===== src/rtl/pfwr_pkg.sv =====
// Package for the programmable frequency / watchdog recovery control block.
// Assumes a 10 MHz system clock; shared by the top and its tick module.
package pfwr_pkg;

  // ==========================================================================
  // Clock rate and watchdog tick timing
  localparam longint CLK_HZ          = 10000000;
  localparam int     TICK_SHORT_MS   = 150;      // 150 ms step
  localparam int     TICK_LONG_MS    = 2500;     // 2.5 sec step
  localparam longint TICK_SHORT_CYC  = CLK_HZ * TICK_SHORT_MS / 1000;
  localparam longint TICK_LONG_CYC   = CLK_HZ * TICK_LONG_MS / 1000;
  localparam int     RST_PULSE_CYC   = 16;       // System reset pulse width
  localparam int     TICK_W          = 32;

  // ==========================================================================
  // Field widths and reset values
  localparam int        CODE_W         = 5;
  localparam int        N_W            = 8;
  localparam int        M_W            = 7;
  localparam int        WD_W           = 5;
  localparam int        NM_OFFSET      = 3;      // Fcpu = G*(N+3)/(M+3)
  localparam logic      PROG_EN_RST    = 1'b0;
  localparam logic      OVERRIDE_RST   = 1'b0;
  localparam logic [4:0] CODE_RST      = 5'h00;
  localparam logic [7:0] N_RST         = 8'h00;
  localparam logic [6:0] M_RST         = 7'h00;

  // ==========================================================================
  // Frequency source in use
  typedef enum logic [1:0]
  {
    PFWR_SRC_STRAP = 2'b00,
    PFWR_SRC_SOFT  = 2'b01,
    PFWR_SRC_NM    = 2'b10
  } pfwr_src_t;

  // Watchdog state
  typedef enum logic [1:0]
  {
    PFWR_WD_IDLE  = 2'b00,
    PFWR_WD_RUN   = 2'b01,
    PFWR_WD_TRIP  = 2'b10
  } pfwr_wd_t;

  // N/M pair
  typedef struct packed
  {
    logic [N_W-1:0] n;
    logic [M_W-1:0] m;
  } pfwr_nm_t;

  // Frequency selection presented to the PLL
  typedef struct packed
  {
    pfwr_src_t       src;
    logic [CODE_W-1:0] ratio_code;  // Gear constant and output ratio code
    pfwr_nm_t        nm;
    logic            recovery;
  } pfwr_freq_t;

endpackage


===== src/rtl/pfwr_tick.sv =====
// Watchdog time base: one-cycle tick every 150 ms or 2.5 sec.
// Assumes a free-running system clock; restart realigns the phase.
`timescale 1ns/1ps
module pfwr_tick
#(
  parameter longint SHORT_CYC = pfwr_pkg::TICK_SHORT_CYC,
  parameter longint LONG_CYC  = pfwr_pkg::TICK_LONG_CYC
)
(
  // Clock and reset
  input  wire logic clk,
  input  wire logic rst,
  // Control
  input  wire logic restart,
  input  wire logic long_scale,
  // Tick out
  output logic      tick
);
  import pfwr_pkg::*;

  logic [TICK_W-1:0] cnt_reg;
  logic [TICK_W-1:0] cnt_next;
  wire  [TICK_W-1:0] limit;
  wire               at_end;

  // Step length picked by the prescaler bit
  assign limit  = long_scale ? TICK_W'(LONG_CYC - 1) : TICK_W'(SHORT_CYC - 1);
  assign at_end = (cnt_reg >= limit);
  assign cnt_next = (restart || at_end) ? '0 : cnt_reg + 1'b1;
  assign tick   = at_end && !restart;

  // Free count; compare by >= so a scale change never overruns
  always_ff @(posedge clk or posedge rst)
  begin
    if (rst)
      cnt_reg <= '0;
    else
      cnt_reg <= cnt_next;
  end

endmodule


===== src/rtl/pfwr_ctrl.sv =====
// Frequency source selection, watchdog and system reset pulse generation.
// Assumes the SMBus register file sits outside and presents plain bits;
// write strobes are one-cycle pulses on the cycle a field is updated.
`timescale 1ns/1ps
// Overview of operation
// - Non-programmable mode uses strap code, or soft code when override set.
// - Programmable mode outputs N, M and gear constant for the PLL.
// - Writing N or M in programmable mode starts a frequency load.
// - Programmable mode ratio and gear from straps or soft code by override.
// - Time-out switches to recovery frequency, strap or recovery N/M.
// - Recovery ratio: strap code on strap recovery; on recovery N/M, strap or soft code by override.
// - Updating recovery N or M while running on recovery N/M starts a frequency load.
// - Watchdog held reloaded when disabled; counts after frequency change.
// - Time-out flag reads 1 after time-out; writing 1 clears it.
// - Watchdog counts down stored 5-bit value, flags at zero.
// - Prescaler selects 150 ms or 2.5 sec steps.
// - Reset pulse on time-out when reset_on_timeout is set.
// - Reset pulse after frequency change when reset_on_freq_change set.
// - N/M span supports 50 MHz to 248 MHz outputs.
// - After reset, programmable mode off and override zero.
// - Fcpu = G*(N+3)/(M+3); host keeps N+3 above M+3.
module pfwr_ctrl
#(
  parameter longint SHORT_CYC = pfwr_pkg::TICK_SHORT_CYC,
  parameter longint LONG_CYC  = pfwr_pkg::TICK_LONG_CYC,
  parameter int     PULSE_CYC = pfwr_pkg::RST_PULSE_CYC
)
(
  // Clock and reset
  input  wire logic                        clk,
  input  wire logic                        rst,
  // Strap capture
  input  wire logic [pfwr_pkg::CODE_W-1:0] strap_pins,
  input  wire logic                        strap_latch,
  // Frequency control bits
  input  wire logic                        prog_freq_enable,
  input  wire logic                        strap_override,
  input  wire logic [pfwr_pkg::CODE_W-1:0] soft_freq_code,
  input  wire pfwr_pkg::pfwr_nm_t          cpu_nm,
  input  wire logic                        cpu_nm_write,
  input  wire logic                        recovery_source_select,
  input  wire pfwr_pkg::pfwr_nm_t          recovery_nm,
  input  wire logic                        recovery_nm_write,
  // Watchdog control bits
  input  wire logic                        watchdog_enable,
  input  wire logic [pfwr_pkg::WD_W-1:0]   timeout_count,
  input  wire logic                        timeout_tick_scale,
  input  wire logic                        timeout_flag_clear,
  input  wire logic                        reset_on_timeout,
  input  wire logic                        reset_on_freq_change,
  // Status and outputs
  output logic [pfwr_pkg::CODE_W-1:0]      strap_freq_code,
  output logic                             timeout_flag,
  output pfwr_pkg::pfwr_freq_t             freq_sel,
  output logic                             freq_load,
  output logic                             sys_reset
);
  import pfwr_pkg::*;

  // ==========================================================================
  // Registers
  logic [CODE_W-1:0] strap_reg;
  logic              recov_reg;
  logic              flag_reg;
  logic              flag_next;
  pfwr_wd_t          wd_reg;
  pfwr_wd_t          wd_next;
  logic [WD_W-1:0]   wd_cnt_reg;
  logic [WD_W-1:0]   wd_cnt_next;
  pfwr_freq_t        freq_reg;
  pfwr_freq_t        freq_next;
  logic              load_reg;
  logic [7:0]        pulse_reg;
  logic [7:0]        pulse_next;
  logic              sys_reset_reg;
  logic              tick;

  // ==========================================================================
  // Source selection
  wire [CODE_W-1:0] ratio_code = strap_override ? soft_freq_code
                                                : strap_reg;
  wire pfwr_src_t   base_src   = strap_override ? PFWR_SRC_SOFT
                                                : PFWR_SRC_STRAP;
  // Stored value k trips on tick k+1, so 0..31 spans 1..32 steps
  wire              timeout    = (wd_reg == PFWR_WD_RUN) && tick &&
                                 (wd_cnt_reg == '0);
  wire              recov_now  = recov_reg || timeout;
  wire              load_cpu   = prog_freq_enable && cpu_nm_write;
  wire              load_rec   = recov_reg && recovery_source_select &&
                                 recovery_nm_write;
  wire              freq_change = (freq_next != freq_reg) || load_cpu ||
                                  load_rec;

  // Frequency word: recovery wins, then programmable, then code select
  always_comb
  begin
    freq_next            = freq_reg;
    freq_next.ratio_code = ratio_code;
    freq_next.recovery   = recov_now;
    if (recov_now && recovery_source_select)
    begin
      freq_next.src = PFWR_SRC_NM;
      freq_next.nm  = recovery_nm;
    end
    else if (recov_now)
    begin
      freq_next.src        = PFWR_SRC_STRAP;
      freq_next.ratio_code = strap_reg;
    end
    else if (prog_freq_enable)
    begin
      freq_next.src = PFWR_SRC_NM;
      freq_next.nm  = cpu_nm;
    end
    else
    begin
      freq_next.src = base_src;
    end
  end

  // ==========================================================================
  // Watchdog
  pfwr_tick #(
    .SHORT_CYC (SHORT_CYC),
    .LONG_CYC  (LONG_CYC)
  ) u_tick (
    .clk        (clk),
    .rst        (rst),
    .restart    (wd_reg != PFWR_WD_RUN),
    .long_scale (timeout_tick_scale),
    .tick       (tick)
  );

  // Idle until a change, run down, then stay tripped until re-armed
  always_comb
  begin
    wd_next     = wd_reg;
    wd_cnt_next = wd_cnt_reg;
    unique case (wd_reg)
      PFWR_WD_IDLE:
      begin
        wd_cnt_next = timeout_count;
        if (freq_change)
          wd_next = PFWR_WD_RUN;
      end
      PFWR_WD_RUN:
      begin
        if (timeout)
          wd_next = PFWR_WD_TRIP;
        else if (tick)
          wd_cnt_next = wd_cnt_reg - 1'b1;
      end
      PFWR_WD_TRIP:
        wd_cnt_next = '0;
      default:
        wd_next = PFWR_WD_IDLE;
    endcase
    if (!watchdog_enable)
    begin
      wd_next     = PFWR_WD_IDLE;
      wd_cnt_next = timeout_count;
    end
  end

  // Set beats a same-cycle clear so no time-out is lost
  assign flag_next = timeout || (flag_reg && !timeout_flag_clear);

  // Pulse timer reloads on each triggering event
  always_comb
  begin
    pulse_next = (pulse_reg != 8'h00) ? pulse_reg - 8'h01 : 8'h00;
    if ((timeout && reset_on_timeout) ||
        (freq_change && reset_on_freq_change))
      pulse_next = 8'(PULSE_CYC);
  end

  // ==========================================================================
  // State update; defaults give strap-driven frequency out of reset
  always_ff @(posedge clk or posedge rst)
  begin
    if (rst)
    begin
      strap_reg  <= CODE_RST;
      recov_reg  <= 1'b0;
      flag_reg   <= 1'b0;
      wd_reg     <= PFWR_WD_IDLE;
      wd_cnt_reg <= '0;
      freq_reg   <= '{PFWR_SRC_STRAP, CODE_RST, '{N_RST, M_RST}, 1'b0};
      load_reg   <= 1'b0;
      pulse_reg  <= 8'h00;
      sys_reset_reg <= 1'b0;
    end
    else
    begin
      if (strap_latch)
        strap_reg <= strap_pins;
      recov_reg  <= recov_now && watchdog_enable;
      flag_reg   <= flag_next;
      wd_reg     <= wd_next;
      wd_cnt_reg <= wd_cnt_next;
      freq_reg   <= freq_next;
      load_reg   <= freq_change;
      pulse_reg  <= pulse_next;
      // Registered copy of the pulse level keeps the pin glitch free
      sys_reset_reg <= (pulse_next != 8'h00);
    end
  end

  // Outputs come straight from flip-flops
  assign strap_freq_code = strap_reg;
  assign timeout_flag    = flag_reg;
  assign freq_sel        = freq_reg;
  assign freq_load       = load_reg;
  assign sys_reset       = sys_reset_reg;
endmodule


===== config.mk =====
export PLATFORM = sky130hd
export DESIGN_NAME = pfwr_ctrl
export DESIGN_NICKNAME = d
export VERILOG_FILES = /design/src/rtl/pfwr_pkg.sv /design/src/rtl/pfwr_tick.sv /design/src/rtl/pfwr_ctrl.sv
export SDC_FILE = /design/constraint.sdc
export NUM_CORES = 1
export LEC_CHECK = 0
export CORE_ASPECT_RATIO = 1.2
export CORE_MARGIN = 4
export CORE_UTILIZATION = 41
export DETAILED_ROUTE_END_ITERATION = 12
export DONT_BUFFER_PORTS = 1
export PLACE_DENSITY = 0.66
export SETUP_SLACK_MARGIN = 0.15
export SYNTH_ARGS = -nofsm -noshare
export SYNTH_HDL_FRONTEND = slang
export SYNTH_HIERARCHICAL = 1
export SYNTH_SLANG_ARGS = --single-unit

===== constraint.sdc =====
create_clock -name clk -period 4.7 [get_ports clk]
set_clock_uncertainty 0.1 [all_clocks]
set_input_delay 0.94 -clock clk [delete_from_list [all_inputs] [get_ports clk]]
set_output_delay 0.94 -clock clk [all_outputs]
set_load 0.005 [all_outputs]

==> metrics.txt, run 1 <==
H-tree depth=3; Worst Setup Start Kind=primary input; Post-DP Area=4906 um^2; fmax=229.1 MHz; Top Metal Used=met4; Synth Area in Adders=5.808%; CTS buffer count=9; initial antenna violation count=1; vias in the first global route=3,897; fin cells=634; synthesized flop and latch total=79; Hold Crit Depth=1; most common flop cell mapped by yosys=dfrtp_1; Reg-to-Reg End=sys_reset; number of flops mapped to enable cells by yosys=0; Hold Crit Start=pulse_reg[0]; Final #Nets=554; Register-to-Register Path Depth=14; Final min period=4.365 ns; Tcrit/Tclk final=92.87%; Clock Pin Slew Worst Setup and Hold Paths=0.06 ns; fillers=1,037; buffers added on ports=0; cell taking the most area after synthesis=dfrtp_1; Synth top area share=41.71%; worst hold path type=reg -> reg; RR Startpoint=u_tick/cnt_reg[9]; distinct cell type count after synthesis=74; CP Class=in -> reg; TritonRoute pass-1 iters=4; Worst Hold End=pulse_reg[0]; mean post-synth cell area=10.19 um^2; Peak VDD IR=0.1822 mV; max reg flops=32; ys async rst share=100.0%; CTS Sinks=79; setup TNS=0 ns; crit path max fanout=9; RSZ-0062 raised after global routing=true; io pins=89; first-pass GRT wire length=19,260 um; Compound-Gate Fraction of Synth Area=13.52%; P_leak=2.143 nW; final hold vios=0; combinational family with the most area after synthesis=simple AND/OR/NAND/NOR gates; Initial Util=42.34%; Avg Vias per Cell=5.759; share of post-route cells with drive strength above 1=13.15%; Max-Cap Viols=0; Max Buffers Root-to-Sink=2; Post-Syn Area=4740 um^2; via count=3,651; worst-skew pair later-pin latency=0.34 ns; post-synthesis sequential area ratio=41.71%; post-synthesis xor/xnor area fraction=9.979%; gate count of the mapped netlist=465; Worst Tran Pin Value=1.010 ns; wire length on met3=1000 um; design area=5250 um^2; pin count of the biggest net entering global routing=48; CP Capture Type=flop; Die Span Y=125.8 um; DR WL/cell=18.13 um; row count=42; top post-synthesis cells by area=dfrtp_1 (42%), xnor2_1 (6.3%), ha_1 (5.8%); CTS tree=built; arrival time worst endpoint=4.48 ns; simple-gate area share of the yosys netlist=21.54%; final count of pins violating max slew=0; post-cts hold buffer count=0; total core area=11,190 um^2; relative slew slack=32.55%; Ys Warns=6; commonest non-fill, non-tap cell in the layout=dfrtp_1; outcome=finished clean; placed insts=617; post-route ant nets=0; Pwr Density=380.3 nW/um^2; die area=13,350 um^2; all-layer global routing usage=17.92%; GPL Wtd Cong=0.8880; Layout area overhead=10.77%; commonest cells after routing, fill and taps aside=dfrtp_1 (79), xnor2_1 (34), nor2_1 (33); HPWL Detailed=8536 um; wire length on met2=5820 um; Setup-failing EPs final=0; mux cell area share after synthesis=3.247%; Tot Pwr=1.997 mW; multi-input logic area=2610 um^2; DRT met1 WL=4350 um; total wire length=11,500 um; Sequential Area=1977 um^2; grt ovf=0; root buffer cell=clkbuf_16; die width=106.2 um; CP startpoint=timeout_tick_scale; 1st-iter DRT viols=215; setup slack, reg-to-reg=0.69 ns; drc violations=0; WP data required=4.82 ns
## kinds of logic (layout without fill, tap and decap cells)
group / after synthesis / after routing
muxes: 13 / 13
and+or+nand+nor: 175 / 175
AOI/OAI and AO/OA: 84 / 84
adders and majority gates: 22 / 22
DFF: 79 / 79
buffers and inverters: 37 / 46
xor gates and xnor gates: 54 / 54
other: 1 / 7
## layout make-up
cell class,count,share of cell area [%]
Clock buffer,10,4.361
Antenna cell,1,0.04766
Multi-Input combinational cell,354,49.71
Clock inverter,6,1.764
Inverter,22,1.644
Tap cell,154,3.670
Timing Repair Buffer,8,1.144
Sequential cell,79,37.65
## report_power, final
part           switching (mW)  leakage (nW)  internal [mW]
Clock                   0.286         0.149          0.468
Sequential             0.0848         0.997          0.749
Combinational           0.236         0.997          0.173
Total                   0.606          2.14           1.39
## critical path, cell delays in order
cell and delay [ns]:
clkinvlp_4 0.16, ha_1 0.37, a211o_1 0.28, a211oi_1 0.31, o31ai_2 0.14, o21ba_2 0.26, and2_2 0.27, a2111oi_1 0.49
a22oi_1 0.15, o31ai_1 0.11, nand4_1 0.23, nor3_2 0.33, a21boi_4 0.15, a211o_1 0.29
## cell usage after synthesis (4+ instances only)
master	count
dfrtp_1	79
xnor2_1	34
nor2_1	33
nand2_1	32
nor4_1	26
ha_1	22
nor3_1	21
inv_1	20
xor2_1	20
a21oi_1	12
o21ai_0	12
nand3_1	11
nand4_1	10
o22ai_1	8
a22oi_1	7
mux2_2	7
a211o_1	6
and3_1	6
a211oi_1	5
clkbuf_1	5
a32o_1	4
nand2b_1	4
## stage by stage
step	worst slack, ns	util (%)	hold slack [ns]
2_1_floorplan	0.1525	-	0.3702
3_3_place_gp	0.03822	43.83	0.3898
3_5_place_dp	-0.07010	43.83	0.3979
4_1_cts	0.2534	46.70	0.4108
5_1_grt	0.1189	46.90	0.4353
6_report	0.3350	46.90	0.4105
## routing by layer
layer / GRT usage, % / up-vias
met4: 7.165 / 0
li1: - / 1717
met3: 7.114 / 25
met2: 30.88 / 134
met1: 19.62 / 1775
met5: 0 / -
## how the worst max path moves through the flow
stage                         endpoint  slack, ns  cells past startpoint
final                        sys_reset       0.33                     14
after global routing         wd_reg[0]       0.12                     15
after CTS                    sys_reset       0.25                     14
after detailed placement  pulse_reg[4]      -0.07                     14
after global placement       sys_reset       0.04                     14
after floorplan              sys_reset       0.15                     19
## what timing repair did
action | in CTS | in global routing
hold endpoints to repair | 0 | 0
endpoints found under the setup margin | 0 | 11
resized for setup | 0 | 6
setup buffers | 0 | 0
No activity file was read; power rests on OpenSTA's default activity.
==> run 2, diff against run 1 <==
==> constraint.sdc (replaced) <==
create_clock -name clk -period 5.39 [get_ports clk]
set_clock_uncertainty 0.1 [all_clocks]
set_input_delay 1.078 -clock clk [delete_from_list [all_inputs] [get_ports clk]]
set_output_delay 1.078 -clock clk [all_outputs]
set_load 0.005 [all_outputs]
==> run 2 against run 1 <==
  * Clock power down 12%
  * Critical path type unchanged
  * Largest power group unchanged
  * Setup slack better by 0.37 ns
  * Sequential share of layout area grew 0.38 points
  * Register-to-register slack improved by 0.41 ns
  * Utilization shrank 0.47 points
  * Global-route usage is 0.60 points lower
  * Sequential power is 13% lower
  * Non-clock buffer count decreased by 3
==> metrics.txt, run 2 (synthesis results as in run 1) <==
share of post-route cells with drive strength above 1=11.76% (-1.4 points); GPL Wtd Cong=0.9364 (+5.5%); CTS Sinks=79 (unchanged); HPWL Detailed=8340 um (-2.3%); root buffer cell=clkbuf_16; CTS buffer count=9 (unchanged); post-CTS sizing=0 (unchanged); placed insts=614 (-0.49%); io pins=89 (unchanged); max reg flops=32 (unchanged); worst hold path type=reg -> reg; CP startpoint=timeout_tick_scale; Stages on worst setup path=15 (+1); total wire length=11,220 um (-2.4%); CP Class=in -> reg; fin cells=630 (-0.63%); relative slew slack=32.32% (-0.23 points); arrival time worst endpoint=4.80 ns (+0.32 ns); post-layout util=46.43% (-0.47 points); Pwr Density=333.5 nW/um^2 (-12%); RSZ-0062 raised after global routing=false; peak per-stage delay on the critical path=0.36 ns (-0.13 ns); Max-Cap Viols=0 (unchanged); initial antenna violation count=0 (-1); setup slack, reg-to-reg=1.10 ns (+0.41 ns); drc violations=0 (unchanged); Layout area overhead=9.662%; post-route ant nets=0 (unchanged); Initial Util=42.34% (unchanged); Worst Tran Pin Value=1.014 ns (+0.003391 ns); Reg-to-Reg End=sys_reset; RR Startpoint=wd_reg[1]; commonest non-fill, non-tap cell in the layout=dfrtp_1; first-pass GRT wire length=18,790 um (-2.4%); crit path max fanout=9 (unchanged); Hold Crit Start=u_tick/cnt_reg[0]; fillers=1,064 (+2.6%); 1st-iter DRT viols=230 (+7.0%); Largest delay share family, worst path=compound AO/OA/AOI/OAI gates; Post-DP Area=4876 um^2 (-0.61%); worst-skew pair later-pin latency=0.33 ns (about the same); Tot Pwr=1.734 mW (-13%); die width=106.2 um (unchanged); total core area=11,190 um^2 (unchanged); Avg Vias per Cell=5.686 (-1.3%); commonest cells after routing, fill and taps aside=dfrtp_1 (79), xnor2_1 (34), nor2_1 (33); Register-to-Register Path Depth=13 (-1); Final min period=4.682 ns; Max Buffers Root-to-Sink=2 (unchanged); post-cts hold buffer count=0 (unchanged); via count=3,582 (-1.9%); setup TNS=0 ns (unchanged); final hold vios=0 (unchanged); vias in the first global route=3,698 (-5.1%); Tcrit/Tclk final=86.86%; Post-CTS Setup Inserts=0 (unchanged); WP data required=5.50 ns (+0.68 ns); TritonRoute pass-1 iters=4 (unchanged); grt ovf=0 (unchanged); slowest CP cell=nor3_2; Final #Nets=551 (-0.54%); Worst Setup Start Kind=primary input; CP Capture Type=flop; row count=42 (unchanged); crit-path cells=inv_1, ha_1, a211o_1, a211oi_1, o31ai_2, o21ba_2, and2_1, a21oi_2, clkinv_1, a31o_1, a221oi_1, o2111ai_1, nor3_2, a21boi_4, a211o_1; P_leak=2.124 nW (-0.91%); CTS tree=built; design area=5197 um^2 (-1.0%); all-layer global routing usage=17.31% (-0.60 points); fmax=213.6 MHz; # diodes=0 (-1); Peak VDD IR=0.1488 mV (-18%); buffers added on ports=0 (unchanged); Most common cell on crit path=a211o_1; buffers plus inverters on the worst setup path=2 (+1); final count of pins violating max slew=0 (unchanged); die area=13,350 um^2 (unchanged); DR WL/cell=17.81 um (-1.8%); Setup-failing EPs final=0 (unchanged); pin count of the biggest net entering global routing=48 (unchanged); Die Span Y=125.8 um (unchanged); crit path to=sys_reset; Clock Pin Slew Worst Setup and Hold Paths=0.06 ns (about the same); H-tree depth=3 (unchanged); outcome=finished clean
==> run 2: worst min-delay path by stage <==
stage                              to  slack (ns)  cells past startpoint
detailed placement  u_tick/cnt_reg[0]        0.41                      1
global route        u_tick/cnt_reg[0]        0.47                      1
CTS                 u_tick/cnt_reg[0]        0.42                      1
finish              u_tick/cnt_reg[0]        0.42                      1
floorplan                pulse_reg[0]        0.37                      1
global placement    u_tick/cnt_reg[0]        0.40                      1
==> run 2: layout make-up <==
class	instances	area, um^2	area share [%]
well taps	154	192.7	3.707
clock buffers	10	229.0	4.405
repair buffers	5	37.54	0.7222
inverters	22	82.58	1.589
multi-input cells	354	2586	49.76
flip-flops and latches	79	1977	38.04
clock inverters	6	92.59	1.781
==> run 2: where the power goes <==
group | internal (mW) | leakage, nW | switching [mW]
registers | 0.653 | 0.997 | 0.0742
logic | 0.145 | 0.977 | 0.200
clock network | 0.409 | 0.150 | 0.252
total | 1.21 | 2.12 | 0.526
==> run 2: per-stage QoR <==
step	hold slack (ns)	setup slack [ns]
3_5_place_dp	0.4124	0.4151
3_3_place_gp	0.4012	0.5605
5_1_grt	0.4677	0.3533
6_report	0.4182	0.7081
2_1_floorplan	0.3702	0.5909
4_1_cts	0.4211	0.7320
==> run 2: worst register-to-register path, stage by stage, from the launching register on <==
cell	delay (ns)
dfrtp_1	0.36
inv_1	0.08
ha_1	0.28
inv_1	0.76
o21ba_2	0.30
and2_1	0.26
a21oi_2	0.30
clkinv_1	0.23
a31o_1	0.26
a221oi_1	0.20
o2111ai_1	0.22
nor3_2	0.36
a21boi_4	0.16
a211o_1	0.30
==> run 2: per-layer routing <==
metal	GRT usage [%]	vias to the layer above	wire, um
met1	20.46	1746	4466
met2	29.32	105	5690
met4	5.488	0	147
met3	6.192	15	914
li1	-	1716	-
met5	0	-	0
